--- src/design/speed_tune_pkg.sv ---
`default_nettype none
package speed_tune_pkg;

   // ----------------------------------------------------------------
   // Parameter addresses
   // ----------------------------------------------------------------
   localparam logic [15:0] ADDR_FIRST_GAIN = 16'h0200;
   localparam logic [15:0] ADDR_PROP_GAIN  = 16'h0208;
   localparam logic [15:0] ADDR_INTEG_GAIN = 16'h020c;
   localparam logic [15:0] ADDR_FF_GAIN    = 16'h020e;
   localparam logic [15:0] ADDR_FILT_A     = 16'h0250;
   localparam logic [15:0] ADDR_FILT_B     = 16'h0252;
   localparam logic [15:0] ADDR_STIFFNESS  = 16'h0254;
   localparam logic [15:0] ADDR_MODE       = 16'h0240;
   localparam logic [15:0] ADDR_STABLE     = 16'h0256;
   localparam logic [15:0] ADDR_INERTIA    = 16'h0258;

   // ----------------------------------------------------------------
   // Ranges and reset values
   // ----------------------------------------------------------------
   localparam logic [15:0] PROP_MAX      = 16'h1fff;
   localparam logic [15:0] INTEG_MAX     = 16'h03ff;
   localparam logic [15:0] FF_MAX        = 16'h0064;
   localparam logic [15:0] MODE_MAX      = 16'h0002;
   localparam logic [15:0] PROP_RESET    = 16'h01f4;
   localparam logic [15:0] INTEG_RESET   = 16'h0064;
   localparam logic [15:0] FF_RESET      = 16'h0000;
   localparam logic [15:0] GAIN_RESET    = 16'h0000;
   localparam logic [15:0] INERTIA_RESET = 16'h000a;
   localparam logic [15:0] FF_PERCENT    = 16'h0064;

   // ----------------------------------------------------------------
   // Mode codes and timing
   // ----------------------------------------------------------------
   localparam logic [15:0] MODE_MANUAL = 16'h0000;
   localparam logic [15:0] MODE_AUTO   = 16'h0001;
   localparam logic [15:0] MODE_SEMI   = 16'h0002;

   localparam longint SAVE_MINUTES = 30;
   localparam longint CLK_HZ       = 25_000_000;
   localparam logic [39:0] SAVE_CYCLES = 40'(SAVE_MINUTES * 60 * CLK_HZ);

   typedef enum logic [2:0] {
      ST_MANUAL = 3'b001,
      ST_AUTO   = 3'b010,
      ST_SEMI   = 3'b100
   } tune_state_e;

   typedef struct packed {
      logic [15:0] first_gain;
      logic [15:0] prop_gain;
      logic [15:0] integ_gain;
      logic [15:0] filt_a;
      logic [15:0] filt_b;
   } gain_set_s;

endpackage
`default_nettype wire

--- src/design/speed_tune.sv ---
// How it works
// - Mode selector takes 0 manual, 1 continuous auto, 2 semi-auto only.
// - Manual mode turns off all automatic gain adjustment.
// - Manual mode accepts user writes to every gain parameter.
// - Auto mode estimates inertia and saves the ratio every 30 minutes.
// - Leaving auto or semi-auto for manual saves the current inertia estimate.
// - Auto to manual copies first, proportional and integral gains from auto.
// - Semi-auto to manual also copies both filter gains.
// - Semi-auto stable estimate sets flag, stops estimation, saves inertia.
// - Entering semi-auto restarts inertia estimation.
// - Semi-auto inertia out of range clears flag and resumes estimation.
// - Proportional gain is 16 bits, 0 to 8191, reset 500.
// - Integral gain is 16 bits, 0 to 1023, reset 100.
// - Feed-forward gain is 16 bits, 0 to 100 percent, reset 0.
`timescale 1ns/1ps
`default_nettype none
module speed_tune #(
   parameter logic [39:0] SAVE_CYCLES = speed_tune_pkg::SAVE_CYCLES
) (
   input  wire logic                      core_clk,
   input  wire logic                      arst_n,
   input  wire logic                      ce,
   input  wire logic                      param_wr,
   input  wire logic                      param_rd,
   input  wire logic [15:0]               param_addr,
   input  wire logic [15:0]               param_wdata,
   output logic      [15:0]               param_rdata,
   input  wire logic [15:0]               est_inertia,
   input  wire logic                      est_stable,
   input  wire logic                      est_out_of_range,
   input  wire speed_tune_pkg::gain_set_s est_gains,
   output logic                           est_run,
   output logic                           est_restart,
   output logic      [15:0]               stiffness,
   input  wire logic signed [15:0]        speed_cmd,
   input  wire logic signed [15:0]        speed_fb,
   output logic signed [41:0]             ctrl_out
);

   // ----------------------------------------------------------------
   // Parameter store and mode
   // ----------------------------------------------------------------
   speed_tune_pkg::tune_state_e state;
   speed_tune_pkg::gain_set_s   gains;
   logic [15:0] ff_gain;
   logic [15:0] inertia;
   logic        stable;
   logic [39:0] save_cnt;
   logic        save_tick;
   logic [15:0] mode_code;
   logic        wr_mode_ok;
   logic        to_manual;
   logic        manual;

   assign manual = (state == speed_tune_pkg::ST_MANUAL);
   assign save_tick = (state == speed_tune_pkg::ST_AUTO)
                      && (save_cnt == SAVE_CYCLES - 40'h1);
   assign wr_mode_ok = param_wr && (param_addr == speed_tune_pkg::ADDR_MODE)
                       && (param_wdata <= speed_tune_pkg::MODE_MAX);
   assign to_manual = wr_mode_ok && !manual
                      && (param_wdata == speed_tune_pkg::MODE_MANUAL);

   always_comb
   begin
      case (state)
         speed_tune_pkg::ST_AUTO: mode_code = speed_tune_pkg::MODE_AUTO;
         speed_tune_pkg::ST_SEMI: mode_code = speed_tune_pkg::MODE_SEMI;
         default:                 mode_code = speed_tune_pkg::MODE_MANUAL;
      endcase
   end

   always_ff @(posedge core_clk or negedge arst_n)
   begin
      if (!arst_n)
         state <= speed_tune_pkg::ST_MANUAL;
      else if (ce && wr_mode_ok)
      begin
         case (param_wdata)
            speed_tune_pkg::MODE_AUTO: state <= speed_tune_pkg::ST_AUTO;
            speed_tune_pkg::MODE_SEMI: state <= speed_tune_pkg::ST_SEMI;
            default:                   state <= speed_tune_pkg::ST_MANUAL;
         endcase
      end
   end

   // Gains: user writes only in manual, copied from the tuner on exit
   always_ff @(posedge core_clk or negedge arst_n)
   begin
      if (!arst_n)
      begin
         gains.first_gain <= speed_tune_pkg::GAIN_RESET;
         gains.prop_gain  <= speed_tune_pkg::PROP_RESET;
         gains.integ_gain <= speed_tune_pkg::INTEG_RESET;
         gains.filt_a     <= speed_tune_pkg::GAIN_RESET;
         gains.filt_b     <= speed_tune_pkg::GAIN_RESET;
      end
      else if (ce && to_manual)
      begin
         gains.first_gain <= est_gains.first_gain;
         gains.prop_gain  <= est_gains.prop_gain;
         gains.integ_gain <= est_gains.integ_gain;
         if (state == speed_tune_pkg::ST_SEMI)
         begin
            gains.filt_a <= est_gains.filt_a;
            gains.filt_b <= est_gains.filt_b;
         end
      end
      else if (ce && param_wr && manual)
      begin
         case (param_addr)
            speed_tune_pkg::ADDR_FIRST_GAIN:
               gains.first_gain <= param_wdata;
            speed_tune_pkg::ADDR_PROP_GAIN:
               if (param_wdata <= speed_tune_pkg::PROP_MAX)
                  gains.prop_gain <= param_wdata;
            speed_tune_pkg::ADDR_INTEG_GAIN:
               if (param_wdata <= speed_tune_pkg::INTEG_MAX)
                  gains.integ_gain <= param_wdata;
            speed_tune_pkg::ADDR_FILT_A:
               gains.filt_a <= param_wdata;
            speed_tune_pkg::ADDR_FILT_B:
               gains.filt_b <= param_wdata;
            default:
               gains.first_gain <= gains.first_gain;
         endcase
      end
   end

   always_ff @(posedge core_clk or negedge arst_n)
   begin
      if (!arst_n)
      begin
         ff_gain   <= speed_tune_pkg::FF_RESET;
         stiffness <= speed_tune_pkg::GAIN_RESET;
      end
      else if (ce && param_wr)
      begin
         if (param_addr == speed_tune_pkg::ADDR_FF_GAIN
             && param_wdata <= speed_tune_pkg::FF_MAX)
            ff_gain <= param_wdata;
         if (param_addr == speed_tune_pkg::ADDR_STIFFNESS)
            stiffness <= param_wdata;
      end
   end

   // ----------------------------------------------------------------
   // Inertia estimation control
   // ----------------------------------------------------------------
   always_ff @(posedge core_clk or negedge arst_n)
   begin
      if (!arst_n)
         save_cnt <= 40'h0;
      else if (ce)
      begin
         if (state != speed_tune_pkg::ST_AUTO || save_tick)
            save_cnt <= 40'h0;
         else
            save_cnt <= save_cnt + 40'h1;
      end
   end

   // Hardware saves win over a user write in the same cycle
   always_ff @(posedge core_clk or negedge arst_n)
   begin
      if (!arst_n)
         inertia <= speed_tune_pkg::INERTIA_RESET;
      else if (ce)
      begin
         if (to_manual || save_tick)
            inertia <= est_inertia;
         else if (state == speed_tune_pkg::ST_SEMI && !stable && est_stable)
            inertia <= est_inertia;
         else if (param_wr && param_addr == speed_tune_pkg::ADDR_INERTIA)
            inertia <= param_wdata;
      end
   end

   always_ff @(posedge core_clk or negedge arst_n)
   begin
      if (!arst_n)
      begin
         stable      <= 1'b0;
         est_restart <= 1'b0;
      end
      else if (ce)
      begin
         est_restart <= 1'b0;
         if (wr_mode_ok && param_wdata == speed_tune_pkg::MODE_SEMI
             && state != speed_tune_pkg::ST_SEMI)
         begin
            stable      <= 1'b0;
            est_restart <= 1'b1;
         end
         else if (state != speed_tune_pkg::ST_SEMI)
            stable <= 1'b0;
         else if (est_out_of_range)
            stable <= 1'b0;
         else if (est_stable)
            stable <= 1'b1;
      end
   end

   assign est_run = !manual && !stable;

   // ----------------------------------------------------------------
   // Parameter read
   // ----------------------------------------------------------------
   always_ff @(posedge core_clk or negedge arst_n)
   begin
      if (!arst_n)
         param_rdata <= 16'h0000;
      else if (ce && param_rd)
      begin
         case (param_addr)
            speed_tune_pkg::ADDR_FIRST_GAIN: param_rdata <= gains.first_gain;
            speed_tune_pkg::ADDR_PROP_GAIN:  param_rdata <= gains.prop_gain;
            speed_tune_pkg::ADDR_INTEG_GAIN: param_rdata <= gains.integ_gain;
            speed_tune_pkg::ADDR_FF_GAIN:    param_rdata <= ff_gain;
            speed_tune_pkg::ADDR_FILT_A:     param_rdata <= gains.filt_a;
            speed_tune_pkg::ADDR_FILT_B:     param_rdata <= gains.filt_b;
            speed_tune_pkg::ADDR_STIFFNESS:  param_rdata <= stiffness;
            speed_tune_pkg::ADDR_MODE:       param_rdata <= mode_code;
            speed_tune_pkg::ADDR_STABLE:     param_rdata <= {15'h0, stable};
            speed_tune_pkg::ADDR_INERTIA:    param_rdata <= inertia;
            default:                         param_rdata <= 16'h0000;
         endcase
      end
   end

   // ----------------------------------------------------------------
   // Speed controller
   // ----------------------------------------------------------------
   logic        [15:0] kp_eff;
   logic        [15:0] ki_eff;
   logic signed [16:0] err;
   logic signed [23:0] integ;
   logic signed [41:0] p_term;
   logic signed [41:0] i_term;
   logic signed [41:0] f_term;

   assign kp_eff = manual ? gains.prop_gain : est_gains.prop_gain;
   assign ki_eff = manual ? gains.integ_gain : est_gains.integ_gain;
   assign err = 17'(speed_cmd) - 17'(speed_fb);
   assign p_term = 42'($signed({1'b0, kp_eff}) * err);
   assign i_term = 42'(integ * $signed({1'b0, ki_eff}));
   assign f_term = 42'((speed_cmd * $signed({1'b0, ff_gain}))
                       / $signed({1'b0, speed_tune_pkg::FF_PERCENT}));

   // Integrator wraps; keep error bounded in the loop around it
   always_ff @(posedge core_clk or negedge arst_n)
   begin
      if (!arst_n)
      begin
         integ    <= 24'sh0;
         ctrl_out <= 42'sh0;
      end
      else if (ce)
      begin
         integ    <= integ + 24'(err);
         ctrl_out <= p_term + i_term + f_term;
      end
   end
endmodule
`default_nettype wire

--- config.mk ---
export PLATFORM = sky130hd
export DESIGN_NAME = speed_tune
export DESIGN_NICKNAME = d
export VERILOG_FILES = /design/src/design/speed_tune_pkg.sv /design/src/design/speed_tune.sv
export SDC_FILE = /design/constraint.sdc
export NUM_CORES = 2
export LEC_CHECK = 0
export BUFFER_PORTS_ARGS = -buffer_cell sky130_fd_sc_hd__buf_2
export CORE_MARGIN = 2
export CORE_UTILIZATION = 55
export CTS_BUF_LIST = sky130_fd_sc_hd__clkbuf_8
export DETAILED_ROUTE_END_ITERATION = 6
export PLACE_DENSITY = 0.72
export SETUP_SLACK_MARGIN = 0.05
export SLEW_MARGIN = 20
export SYNTH_ARGS = -nofsm -noshare
export SYNTH_HDL_FRONTEND = slang
export SYNTH_SLANG_ARGS = --single-unit
--- constraint.sdc ---
create_clock -name core_clk -period 68.8 [get_ports core_clk]
set_input_delay 3.44 -clock core_clk [delete_from_list [all_inputs] [get_ports core_clk]]
set_output_delay 3.44 -clock core_clk [all_outputs]
set_load 0.005 [all_outputs]
; Yosys cells after proc, flatten, opt, wreduce, memory -nomap -nowiden
; Cells that the tools add are included.
[classes]
n_reduce_logical = 41
n_div = 1
add_sub_neg = 5
n_eq_ne = 19
mul = 3
magnitude_cmp = 4
muxes = 24
[ops]
columns = cell, n
row1 = $mux 16, 12
row2 = $eq 16x10->1 const B, 10
row3 = $mux 80, 2
row4 = $pmux 16 s10, 1
row5 = $add 34x41->42, 1
row6 = $add 42x42->42, 1
row7 = $div 42x8->42 const B, 1
row8 = $mul 24x17->41, 1
row9 = $add 40x1->40 const B, 1
row10 = $eq 40x36->1 const B, 1
row11 = $mux 40, 1
row12 = $mul 17x17->34, 1
row13 = $mul 16x17->33, 1
row14 = $mux 32, 1
row15 = $add 24x17->24, 1
row16 = $logic_and 1x1->1, 17
row17 = $sub 16x16->17, 1
row18 = $eq 16x1->1 const B, 1
row19 = $eq 16x2->1 const B, 1
row20 = $le 16x10->1 const B, 1
row21 = $le 16x13->1 const B, 1
row22 = $le 16x2->1 const B, 1
row23 = $le 16x7->1 const B, 1
row24 = $logic_not 16->1, 1
row25 = other kinds (16), 36
[word_totals]
wordCells = 112
regBits = 255
output_inout_bits = 76

; Logic depth before layout (Yosys ltp)
[logic_depth]
depth_word = 8
depth_mapped = 149
ltp_nobuf = 135

; Worst setup path before layout
; OpenSTA, ideal clock, no wires.
[synth_timing]
path_type = input-to-reg
start = in speed_cmd[9]
end = reg ctrl_out[41]
path_stages = 143
setup_ns = 0.125
path_buffers = 10
setup_slack_ns = 34.933
arrival_ns = 33.742
cell_sequence = clkbuf_1 nand2_1 fa_1 inv_1 fa_1 inv_1 fa_1 inv_1 fa_1 fa_1 inv_1 fa_1 inv_1 ha_1 buf_2 nand2_1 nor2_1 nor3_2 (+107 left out) o21bai_1 a21o_1 a21o_1 a21o_1 a21o_1 a21o_1 a21o_1 a21o_1 a21o_1 a21o_1 a21o_1 a21o_1 a21o_1 a21o_1 a21oi_1 xnor2_1 xnor2_1 mux2_2
[synth_between]
elab_chain_cells = 4
elab_cells_between_ends = 6
cone_classes = add/sub (3) / mul (2) / div (1)
[synth_lines]
columns = element, line
row1 = from (decl), speed_tune.sv:35  ; input wire logic signed [15:0] speed_cmd,
row2 = "parallel branches: the longest is 3 deep, another holds $div 42x8->42", n/a
row3 = $add 42x42->42 (*), speed_tune.sv:260  ; ctrl_out <= p_term + i_term + f_term;
row4 = to (signal assigned), speed_tune.sv:260
row5 = to (decl), speed_tune.sv:37  ; output logic signed [41:0] ctrl_out
; Every way passes the cells marked *.
; A chain may end at the register's enable or synchronous reset.

; Worst setup path in the final report
[layout_timing]
start = in speed_cmd[15]
end = reg ctrl_out[40]
; The elaborated chain is that of the path after synthesis.

==> impl_metrics.py <==
metrics = {
    "finish": {
        "layout_commonest_cell": "inv_1",
        "final_cell_mix": "inv_1 (1037), fa_1 (893), nand2_1 (816)",
        "drive_above_1_share": 0.105,
        "utilization": 0.591,
        "fin_area_um2": 59200,
        "fin_nets": 7854,
        "synthToLayoutAreaGrowth_pct": 6.45,
    },
    "drt": {
        "firstDrtPassIters": 7,
        "highest_layer": "met5",
        "viasPerCell": 6.05,
        "routed_wl_um": 170000,
        "wl_met2_um": 78700,
        "drtAntennaViolNets": 0,
        "remaining_drc_errors": 1,
        "drtIter0Drc": 3960,
        "drt-met1-wl_um": 69200,
        "dr_wl_met3_um": 15700,
        "vias": 46900,
        "wl_per_cell_um": 22.0,
    },
    "logic_synthesis": {
        "syn_inst": 6297,
        "ys_ff_latch": 255,
        "seq_area_frac_synth": 0.115,
        "yosys_warnings": 0,
        "syn_area_um2": 55600,
        "ys_async_sr_fraction": 1.00,
        "syn_nets": 7748,
        "synth_ff_type": "dfrtp_1",
        "synth_edf_count": 0,
        "ys_types": 146,
        "avgSynthCellArea_um2": 8.83,
    },
    "worst_hold_path": {
        "holdPathStages": 2,
        "hp-class": "flip-flop to flip-flop",
        "hold_end": "gains[69]$_DFFE_PN0P_",
        "hp-start": "gains[69]$_DFFE_PN0P_",
    },
    "timing": {
        "fin_crit_sh": 0.568,
        "relSlewSlack": 0.273,
        "slew_viol_final": 0,
        "rsz0062_at_grt": "no",
        "setup_viol_count_final": 0,
        "setup_tns_ns": 0,
        "fin_crit_ns": 39.06,
        "timing.fmax_ghz": 0.0256,
        "worst_pin_slew_ns": 1.09,
        "finalClockSkew_ns": 0.100,
        "finalHoldViolCount": 0,
    },
    "placed_design": {
        "place_area_um2": 58100,
        "port_buffers": 242,
        "dp_hpwl_um": 139000,
        "place_congestion": 0.966,
    },
    "die": {
        "pin_count": 243,
        "die_area_um2": 104000,
        "start_util": 0.555,
        "rows": 116,
        "die_h_um": 322,
        "core_um2": 100000,
        "fp.dieW_um": 322,
    },
    "global_routing": {
        "antenna_found_initial": 18,
        "grt_use_total": 0.337,
        "grt_max_degree": 165,
        "grt_pass1_wl_um": 273000,
        "grt_pass1_vias": 48000,
        "grt.overflow.total": 0,
    },
    "cts": {
        "hold_buffers": 0,
        "insertion_delay_ns": 0.72,
        "root_buffer": "clkbuf_8",
        "cts_buffer_depth": 3,
        "path_clk_slew_ns": 0.06,
        "postCtsSetupBuffers": 0,
        "h-tree-depth": 2,
        "cts_tree": "done",
        "cts_buffers": 46,
        "cts.repair.resized": 0,
        "cts_num_sinks": 255,
    },
    "worst_setup_path": {
        "ff2ff_path_depth": 132,
        "max_stage_delay_ns": 0.90,
        "r2r-start": "ff_gain[5]$_DFFE_PN0P_",
        "critPathSlowestCell": "nor4b_2",
        "path_class": "input pin to flip-flop",
        "worstReg2RegEnd": "ctrl_out[40]$_DFFE_PN0P_",
        "critPathTopFamily": "compound AO/OA/AOI/OAI gates",
        "setup.worst_path.start_class": "input pin",
        "arrival_ns": 39.65,
        "endpoint_kind": "flip-flop",
        "cp_num_buf_inv": 9,
        "r2r_slack_ns": 32.09,
        "cp-startpoint": "speed_cmd[15]",
        "cpMostUsedCell": "a21oi_1",
        "required_ns": 69.39,
        "path_max_fanout": 12,
    },
    "run_status": {
        "status": "finished with violations",
        "violations": "design-rule violations",
    },
    "flow_run": {
        "cap_violations": 0,
    },
}
==> metrics by stage <==
step	worst slack [ns]	instances	hold slack, ns
floorplan	34.93	6297	0.439
global placement	30.30	7653	0.449
detailed placement	29.82	7653	0.456
CTS	30.43	7736	0.471
global route	26.97	7747	0.495
finish	29.74	7749	0.471
==> per-layer routing <==
metal,GRT usage,vias up
met3,0.0628,388
met1,0.459,23500
met2,0.540,2145
li1,-,20800
met5,0,-
met4,0.121,8
==> state kept, by name, indices dropped and copies added (netlist names) <==
signal,flops
gains,80
ctrl_out,42
save_cnt,40
integ,24
ff_gain,16
inertia,16
param_rdata,16
stiffness,16
state,3
est_restart,1
stable,1
==> final cells by class <==
type                    count  area (µm²)
repair buffers            316        1790
clock buffers              57         785
fillers                  8805       41000
diodes                     13        32.5
inverters                1032        3870
multi-input cells        4752       44400
well taps                1298        1620
flip-flops and latches    255        6400
clock inverters            26         245
==> tightest hold or removal path, delay by kind of cell, from the launching register on <==
kind	cells	cell delay (ns)
DFF	1	0.34
and+or+nand+nor	2	0.10
==> synth_stat cells, types with 14 or more instances <==
master,count,share of area
mux2_2,114,0.023
fa_1,893,0.32
nand3_1,95,0.0086
dfrtp_1,243,0.11
a211oi_1,28,0.0038
mux2i_1,52,0.0094
o21a_1,34,0.0046
or4_1,14,0.0019
and2_1,254,0.029
nand2_1,816,0.055
nand2b_1,37,0.0042
a21oi_2,15,0.0024
or3_1,34,0.0038
xor2_1,94,0.015
nor2b_1,133,0.015
and3_1,36,0.0041
o21ai_1,47,0.0042
a222oi_1,30,0.0054
buf_2,22,0.0020
clkbuf_1,215,0.015
o21bai_1,55,0.0074
inv_1,1030,0.070
o22ai_1,16,0.0018
a22oi_1,40,0.0054
nor3_1,82,0.0074
a21o_1,53,0.0072
nand4_1,34,0.0038
buf_1,14,0.00095
o21ai_0,135,0.012
a211o_1,17,0.0027
o211ai_1,42,0.0057
a21oi_1,270,0.024
a31oi_1,31,0.0035
xnor2_1,152,0.024
nor4_1,33,0.0037
nor2_1,315,0.021
ha_1,391,0.088
==> worst max-delay path by stage <==
| stage | end | cells after the start |
|---|---|---|
| final | ctrl_out[40]$_DFFE_PN0P_ | 130 |
| after global routing | ctrl_out[40]$_DFFE_PN0P_ | 130 |
| after CTS | ctrl_out[40]$_DFFE_PN0P_ | 130 |
| after detailed placement | ctrl_out[40]$_DFFE_PN0P_ | 130 |
| after global placement | ctrl_out[40]$_DFFE_PN0P_ | 130 |
| after floorplan | ctrl_out[41]$_DFFE_PN0P_ | 143 |
==> cell families after synthesis <==
kind of cell               share of synthesized area
xor gates and xnor gates                      0.0416
DFF                                            0.115
and+or+nand+nor                                0.172
AOI/OAI and AO/OA                              0.138
adders and majority gates                      0.411
buffers and inverters                         0.0881
muxes                                         0.0340
Power is not shown: default switching activity piles up to over one toggle a cycle in this logic, so the estimate is an artifact.
